### src/shared/i2c_wait_consts.svh
// timing counts and reset values for the wait and acknowledge control
`ifndef I2C_WAIT_CONSTS_SVH
`define I2C_WAIT_CONSTS_SVH
`define WAIT_ACK_CLOCK_NUM   4'h9
`define WAIT_DATA_LAST_NUM   4'h8
`define WAIT_BYTE_BITS       4'h8
`define WAIT_SEL_RESET       1'b0
`define WAIT_ACK_DRIVE_ENABLE_RESET     1'b0
`define WAIT_HOLD_CYCLES     8'h04
`endif

### src/shared/i2c_wait_pkg.sv
// types for the wait and acknowledge control
package i2c_wait_pkg;
    typedef enum logic [1:0] {
        PH_IDLE = 2'b00,
        PH_ADDR = 2'b01,
        PH_DATA = 2'b10,
        PH_EXT  = 2'b11
    } phase_t;
    typedef enum logic [1:0] {
        WS_RUN  = 2'b00,
        WS_WAIT = 2'b01,
        WS_HOLD = 2'b10
    } wait_state_t;
endpackage

### src/i2c_wait_irq_ack_control.sv
// wait insertion, transfer interrupt and acknowledge drive for an i2c unit
`timescale 1ns/1ps
`default_nettype none
`include "i2c_wait_consts.svh"
module i2c_wait_irq_ack_control (
    // clock and reset
    input  wire logic mclk,
    input  wire logic srst,
    // software control
    input  wire logic unit_operation_enable,
    input  wire logic waitIrqTimingSelectWr,
    input  wire logic waitIrqTimingSelectIn,
    input  wire logic ackDriveEnableWr,
    input  wire logic ackDriveEnableIn,
    input  wire logic wait_release_trigger,
    input  wire logic commExit,
    // transfer context from the rest of the unit
    input  wire logic masterMode,
    input  wire logic startSeen,
    input  wire logic stopSeen,
    input  wire logic addrMatch,
    input  wire logic extCode,
    // bus lines
    input  wire logic serialClockLineIn,
    input  wire logic serialDataLineIn,
    output logic      serialClockLineOut,
    output logic      serialClockLineOe,
    output logic      serialDataLineOut,
    output logic      serialDataLineOe,
    // status towards software
    output logic      transferIrq,
    output logic      waitActive,
    output logic      wait_irq_timing_select,
    output logic      ack_drive_enable,
    output logic      releasePending,
    output logic      statusClear,
    output logic [1:0] phaseOut
);
    import i2c_wait_pkg::*;

    logic        sclLevel;
    logic        sclRise;
    logic        sclFall;
    logic [3:0]  clkCount_ff;
    phase_t      phase_ff;
    wait_state_t wstate_ff;
    logic        wtim_ff;
    logic        ack_drive_enable_ff;
    logic        release_ff;
    logic        ackOn_ff;
    logic        irq_ff;
    logic        sclLow_ff;
    logic        statusClr_ff;
    logic        extByte_ff;
    logic [3:0]  irqEdge;
    logic [3:0]  waitEdge;
    logic        doAck;
    logic        ninthFall;
    logic        active;

    // ************************************************
    // line conditioning
    // ************************************************
    // pin is asynchronous: a fall is seen two edges after it happens
    line_sync sclSync (
        .mclk   (mclk),
        .srst   (srst),
        .lineIn (serialClockLineIn),
        .level  (sclLevel),
        .rise   (sclRise),
        .fall   (sclFall)
    );
    // data line is released except for acknowledge, so only its pin is observed elsewhere
    logic unusedSda;
    assign unusedSda = serialDataLineIn;

    // exit clears wait and ack like a disable, but the control bits survive
    assign active = unit_operation_enable & ~commExit;

    // ************************************************
    // software control bits
    // ************************************************
    // writes accepted only while disabled; ignored otherwise
    always_ff @(posedge mclk) begin
        if (srst) begin
            wtim_ff  <= `WAIT_SEL_RESET;
            ack_drive_enable_ff <= `WAIT_ACK_DRIVE_ENABLE_RESET;
        end else if (!unit_operation_enable) begin
            if (waitIrqTimingSelectWr)
                wtim_ff <= waitIrqTimingSelectIn;
            if (ackDriveEnableWr)
                ack_drive_enable_ff <= ackDriveEnableIn;
        end
    end

    // ************************************************
    // byte phase and clock counting
    // ************************************************
    always_ff @(posedge mclk) begin
        if (srst || !active) begin
            phase_ff    <= PH_IDLE;
            clkCount_ff <= 4'h0;
        end else if (startSeen) begin
            phase_ff    <= PH_ADDR;
            clkCount_ff <= 4'h0;
        end else if (stopSeen) begin
            phase_ff    <= PH_IDLE;
            clkCount_ff <= 4'h0;
        end else if (sclFall && phase_ff != PH_IDLE) begin
            // an unmatched slave counts on to the ninth edge too; no standby here
            if (clkCount_ff == `WAIT_ACK_CLOCK_NUM - 4'h1) begin
                clkCount_ff <= 4'h0;
                if (phase_ff == PH_ADDR)
                    phase_ff <= PH_DATA;
            end else begin
                clkCount_ff <= clkCount_ff + 4'h1;
                if (phase_ff == PH_ADDR && !masterMode && extCode
                    && clkCount_ff == `WAIT_BYTE_BITS - 4'h1)
                    phase_ff <= PH_EXT;
            end
        end
    end

    // ************************************************
    // interrupt and wait positions
    // ************************************************
    // edge number (1-based) at which the interrupt and the wait fall
    always_comb begin
        irqEdge  = wtim_ff ? `WAIT_ACK_CLOCK_NUM : `WAIT_DATA_LAST_NUM;
        waitEdge = irqEdge;
        if (phase_ff == PH_ADDR) begin
            irqEdge  = `WAIT_ACK_CLOCK_NUM;
            waitEdge = `WAIT_ACK_CLOCK_NUM;
        end else if (extByte_ff) begin
            // extension byte waits once, at its eighth edge
            irqEdge  = `WAIT_DATA_LAST_NUM;
            waitEdge = `WAIT_DATA_LAST_NUM;
        end
    end

    assign ninthFall = sclFall && clkCount_ff == `WAIT_ACK_CLOCK_NUM - 4'h1;

    // extension byte enters PH_EXT on its eighth edge; catch that edge too
    logic extEighth;
    assign extEighth = sclFall && phase_ff == PH_ADDR && !masterMode && extCode
                       && clkCount_ff == `WAIT_BYTE_BITS - 4'h1;

    logic edgeHit;
    assign edgeHit = sclFall && phase_ff != PH_IDLE
                     && (clkCount_ff + 4'h1 == waitEdge);

    // ************************************************
    // extension byte marker
    // ************************************************
    // lives from the eighth edge of an extension code to its ninth;
    // later bytes of the frame fall back to the select bit
    // start and stop drop it too, in case a frame is cut short
    always_ff @(posedge mclk) begin
        if (srst || !active)
            extByte_ff <= 1'b0;
        else if (startSeen || stopSeen)
            extByte_ff <= 1'b0;
        else if (extEighth)
            extByte_ff <= 1'b1;
        else if (ninthFall)
            extByte_ff <= 1'b0;
    end

    // ************************************************
    // wait state machine
    // ************************************************
    always_ff @(posedge mclk) begin
        if (srst || !active) begin
            wstate_ff <= WS_RUN;
            irq_ff    <= 1'b0;
            sclLow_ff <= 1'b0;
        end else begin
            // hold and interrupt start together, so the irq never meets a free line
            irq_ff <= edgeHit || extEighth;
            unique case (wstate_ff)
                WS_RUN: begin
                    if ((edgeHit && !extEighth) || extEighth) begin
                        wstate_ff <= WS_WAIT;
                        sclLow_ff <= 1'b1;
                    end
                end
                WS_WAIT: begin
                    // consuming the release here is what self-clears the trigger
                    if (release_ff) begin
                        wstate_ff <= WS_HOLD;
                        sclLow_ff <= 1'b0;
                    end else begin
                        sclLow_ff <= 1'b1;
                    end
                end
                WS_HOLD: begin
                    // wait for line to rise before counting again
                    if (sclLevel)
                        wstate_ff <= WS_RUN;
                end
                default: wstate_ff <= WS_RUN;
            endcase
        end
    end

    // release trigger holds until the wait it targets is gone
    // limitation: a release written outside a wait ends the next one at once
    always_ff @(posedge mclk) begin
        if (srst || !active)
            release_ff <= 1'b0;
        else if (wstate_ff == WS_WAIT && release_ff)
            release_ff <= 1'b0;
        else if (wait_release_trigger)
            release_ff <= 1'b1;
    end

    // ************************************************
    // acknowledge drive
    // ************************************************
    // address: matched slave always acks; ext byte: ack enable decides
    always_comb begin
        doAck = 1'b0;
        if (!masterMode && phase_ff == PH_ADDR && addrMatch)
            doAck = 1'b1;
        else if (phase_ff == PH_ADDR && !masterMode && extCode)
            doAck = ack_drive_enable_ff;
        else if (phase_ff == PH_EXT || phase_ff == PH_DATA)
            doAck = ack_drive_enable_ff;
    end

    // drive spans the ninth clock: from the eighth fall to the ninth
    always_ff @(posedge mclk) begin
        if (srst || !active)
            ackOn_ff <= 1'b0;
        else if (sclFall && clkCount_ff == `WAIT_BYTE_BITS - 4'h1)
            ackOn_ff <= doAck;
        else if (ninthFall || startSeen || stopSeen)
            ackOn_ff <= 1'b0;
    end

    // status reset level, held high for as long as the unit is disabled
    // reset value 1: status reads cleared until the first enable
    always_ff @(posedge mclk) begin
        if (srst)
            statusClr_ff <= 1'b1;
        else
            statusClr_ff <= ~unit_operation_enable;
    end

    // ************************************************
    // registered outputs
    // ************************************************
    always_ff @(posedge mclk) begin
        if (srst) begin
            serialClockLineOut     <= 1'b0;
            serialClockLineOe      <= 1'b0;
            serialDataLineOut      <= 1'b0;
            serialDataLineOe       <= 1'b0;
            transferIrq            <= 1'b0;
            waitActive             <= 1'b0;
            wait_irq_timing_select <= `WAIT_SEL_RESET;
            ack_drive_enable       <= `WAIT_ACK_DRIVE_ENABLE_RESET;
            releasePending         <= 1'b0;
            statusClear            <= 1'b1;
            phaseOut               <= 2'h0;
        end else begin
            // open drain: out values stay 0, only the enables move
            serialClockLineOut     <= 1'b0;
            serialClockLineOe      <= sclLow_ff;
            serialDataLineOut      <= 1'b0;
            serialDataLineOe       <= ackOn_ff;
            transferIrq            <= irq_ff;
            waitActive             <= sclLow_ff;
            wait_irq_timing_select <= wtim_ff;
            ack_drive_enable       <= ack_drive_enable_ff;
            releasePending         <= release_ff;
            statusClear            <= statusClr_ff;
            phaseOut               <= phase_ff;
        end
    end
endmodule
`default_nettype wire

### src/line_sync.sv
// two-flop synchroniser with edge detection for a bus line
`timescale 1ns/1ps
`default_nettype none
module line_sync (
    // clock and reset
    input  wire logic mclk,
    input  wire logic srst,
    // line
    input  wire logic lineIn,
    // conditioned outputs
    output logic      level,
    output logic      rise,
    output logic      fall
);
    logic meta_ff;
    logic sync_ff;
    logic last_ff;

    // ************************************************
    // synchroniser: meta_ff feeds sync_ff only
    // ************************************************
    always_ff @(posedge mclk) begin
        if (srst) begin
            meta_ff <= 1'b1;
            sync_ff <= 1'b1;
            last_ff <= 1'b1;
        end else begin
            meta_ff <= lineIn;
            sync_ff <= meta_ff;
            last_ff <= sync_ff;
        end
    end

    assign level = sync_ff;
    assign rise  = sync_ff & ~last_ff;
    assign fall  = ~sync_ff & last_ff;
endmodule
`default_nettype wire

### config.mk
export PLATFORM = sky130hd
export DESIGN_NAME = i2c_wait_irq_ack_control
export DESIGN_NICKNAME = d
export VERILOG_FILES = /design/src/shared/i2c_wait_pkg.sv /design/src/i2c_wait_irq_ack_control.sv /design/src/line_sync.sv
export VERILOG_INCLUDE_DIRS = /design/src /design/src/shared
export SDC_FILE = /design/constraint.sdc
export NUM_CORES = 1
export LEC_CHECK = 0
export ABC_AREA = 1
export BUFFER_PORTS_ARGS = -buffer_cell sky130_fd_sc_hd__buf_2
export CORE_UTILIZATION = 58
export CTS_BUF_LIST = sky130_fd_sc_hd__clkbuf_4
export CTS_CLUSTER_SIZE = 16
export DETAILED_ROUTE_END_ITERATION = 10
export GPL_TIMING_DRIVEN = 1
export PLACE_DENSITY = 0.92
export SYNTH_ARGS = -nofsm -noshare
export SYNTH_HDL_FRONTEND = slang
export SYNTH_SLANG_ARGS = --single-unit
### constraint.sdc
create_clock -name mclk -period 3.6 [get_ports mclk]
set_clock_uncertainty 0.1 [all_clocks]
set_input_delay 0.36 -clock mclk [delete_from_list [all_inputs] [get_ports mclk]]
set_output_delay 0.36 -clock mclk [all_outputs]
set_load 0.005 [all_outputs]
==> impl_metrics.toml <==
[synthesis]
seq_area_frac_synth = 0.487
syn_area_um2 = 1150
synth_top_family_by_area = "simple AND/OR/NAND/NOR gates"
synth-compound-area-share = 0.0849
avgSynthCellArea_um2 = 7.52
yosys_warnings = 0
ys_ff_latch = 28
synthSimpleGateAreaFrac = 0.294
synth-adder-area-share = 0.0218
synthCells = 153
synth_mux_area_frac = 0
synth_cell_types = 23
synth_xor_area_frac = 0.00762

[hold_path]
hp-start = "serialClockLineIn"
hp-class = "input port to flip-flop"
hold_path_depth = 2
min_to = "sclSync.meta_ff"

[clock_tree]
postCtsHoldBufs = 0
cts_tree = "built"
clkLatencyLatePin_ns = 0.33
cts_setup_buffers = 0
ctsLongestPathBuffers = 2
cts_root_buf = "clkbuf_4"
cts.repair.resized = 0
cts_inserted_buffers = 3
clk_pin_slew_ns = 0.14
htreeDepth = 1
clkSinkCount = 28

[timing]
fin_crit_ns = 1.70
worst_slack_ns = 1.90
setup_tns_ns = 0
hold_slack_ns = 0.0974
hold_violations = 0
max_freq_mhz = 589
fin_crit_sh = 0.471
finalSetupViolCount = 0
rsz0062_at_grt = "false"
drv_slew = 0

[die]
core-area_um2 = 1780
fp.dieW_um = 46.5
io_pins = 28
die_area_um2 = 2160
fp-row-count = 15
initial_core_util = 0.645
die_h_um = 46.5

[drt]
vias = 994
wl_per_cell_um = 10.1
drc = 0
ant_nets = 0
viasPerCell = 4.90
dr.pass1.iters = 4
routed_wl_um = 2050
drt-initial-drc-count = 28

[finish]
area_growth_pct = 15.8
layout_common_cells = "nand2_1 (31), dfxtp_1 (28), buf_2 (24)"
num_antenna_cells = 0
final_util = 0.747
final_area_um2 = 1330
final_common_cell = "nand2_1"
drive_above_1_share = 0.253
nets = 197
layout.cells.non_filler = 203

[worst_setup_path]
timing.rr.end = "wstate_ff[0]"
path_cells = "inv_1, ha_1, inv_1, nand3_1, nor2_1, nand3_1, nand2_2, nand3_2, a21oi_2"
cpMaxStageDelayCell = "dfxtp_1"
path_delay_family = "simple AND/OR/NAND/NOR gates"
path_max_fanout = 6
rr_worst_depth = 9
critPathMaxStageDelay_ns = 0.45
critical_path_buf_inv_count = 2
cp.arrival_ns = 1.88
worstSetupStartpointType = "flip-flop"
cp_data_required_time_ns = 3.78
critPathCaptureType = "flip-flop"
r2r_setup_slack_ns = 1.90
r2r_start = "clkCount_ff[0]"
crit_type = "flip-flop to flip-flop"

[global_route]
grt-ovfl-total = 0
antenna_found_initial = 0
grt_use_total = 0.235
grt_max_degree = 17
grt_pass1_wl_um = 3600
grt_pass1_vias = 912

[place]
dp_cells = 199
port_buffers = 24
place_area_um2 = 1280
dp_hpwl_um = 1620
dp_slack_ns = 1.98
place.gp.congestion = 0.826

[status]
status = "finished clean"

[power]
p_per_area_nw_per_um2 = 415
p_leak_nw = 0.591
ir_drop_mv = 0.338
total_power_mw = 0.552

[job]
drv_cap = 0
==> cell type report <==
class,count,area [µm²]
fillers,142,452
clock inverters,1,30.0
clock buffers,3,22.5
well taps,25,31.3
flip-flops and latches,28,561
repair buffers,24,120
multi-input cells,98,477
inverters,24,90.1
==> synthesized netlist by cell type <==
cell	count	area [µm²]
nand4_1	1	6.26
or2_2	3	18.8
inv_1	19	71.3
a31oi_1	1	6.26
o21ai_0	3	15.0
a21oi_2	1	8.76
a21oi_1	12	60.1
xor2_1	1	8.76
nor3_1	2	10.0
nand3_1	8	40.0
inv_2	5	18.8
nor2_1	22	82.6
nand2_2	3	18.8
clkbuf_1	1	3.75
nor2_4	2	22.5
buf_4	3	22.5
nand3_2	1	10.0
o21bai_1	1	7.51
conb_1	1	3.75
dfxtp_1	28	561
ha_1	2	25.0
nand2_1	31	116
nor2_2	2	12.5
==> layer usage <==
metal  GRT usage  routed length [µm]  vias to the layer above
met5           0                   0                        -
met4      0.0882                  29                        0
met3      0.0471                 129                        3
met2       0.394                 948                       46
met1       0.291                 937                      428
li1            -                   -                      517
==> cells by family (layout without fill, tap and decap cells) <==
kind of cell             Yosys count  in the layout
other                              1              2
adder cells (fa/ha/maj)            2              2
flip-flops                        28             28
buffers and inverters             28             52
AND/OR/NAND/NOR                   75             75
XOR/XNOR                           1              1
AO/OA/AOI/OAI                     18             18
==> worst max path at each step <==
stage / startpoint / cells after the start / slack, ns / end
floorplan: clkCount_ff[0] / 9 / 2.17 / wstate_ff[0]
global placement: clkCount_ff[0] / 9 / 2.06 / wstate_ff[0]
detailed placement: clkCount_ff[0] / 9 / 1.98 / wstate_ff[0]
CTS: clkCount_ff[0] / 9 / 1.90 / wstate_ff[0]
global route: clkCount_ff[0] / 9 / 1.78 / wstate_ff[0]
finish: clkCount_ff[0] / 9 / 1.90 / wstate_ff[0]
==> power breakdown <==
group | switching [mW] | internal, mW
Combinational | 0.0169 | 0.0124
Sequential | 0.00225 | 0.316
Clock | 0.0921 | 0.113
Total | 0.111 | 0.441
==> registers in the layout (all words and copies together), names as in the netlist, 2 cells and up <==
| register | count |
|---|---|
| clkCount_ff | 4 |
| phaseOut | 2 |
| phase_ff | 2 |
| wstate_ff | 2 |
(Power assumes the default switching activity.)
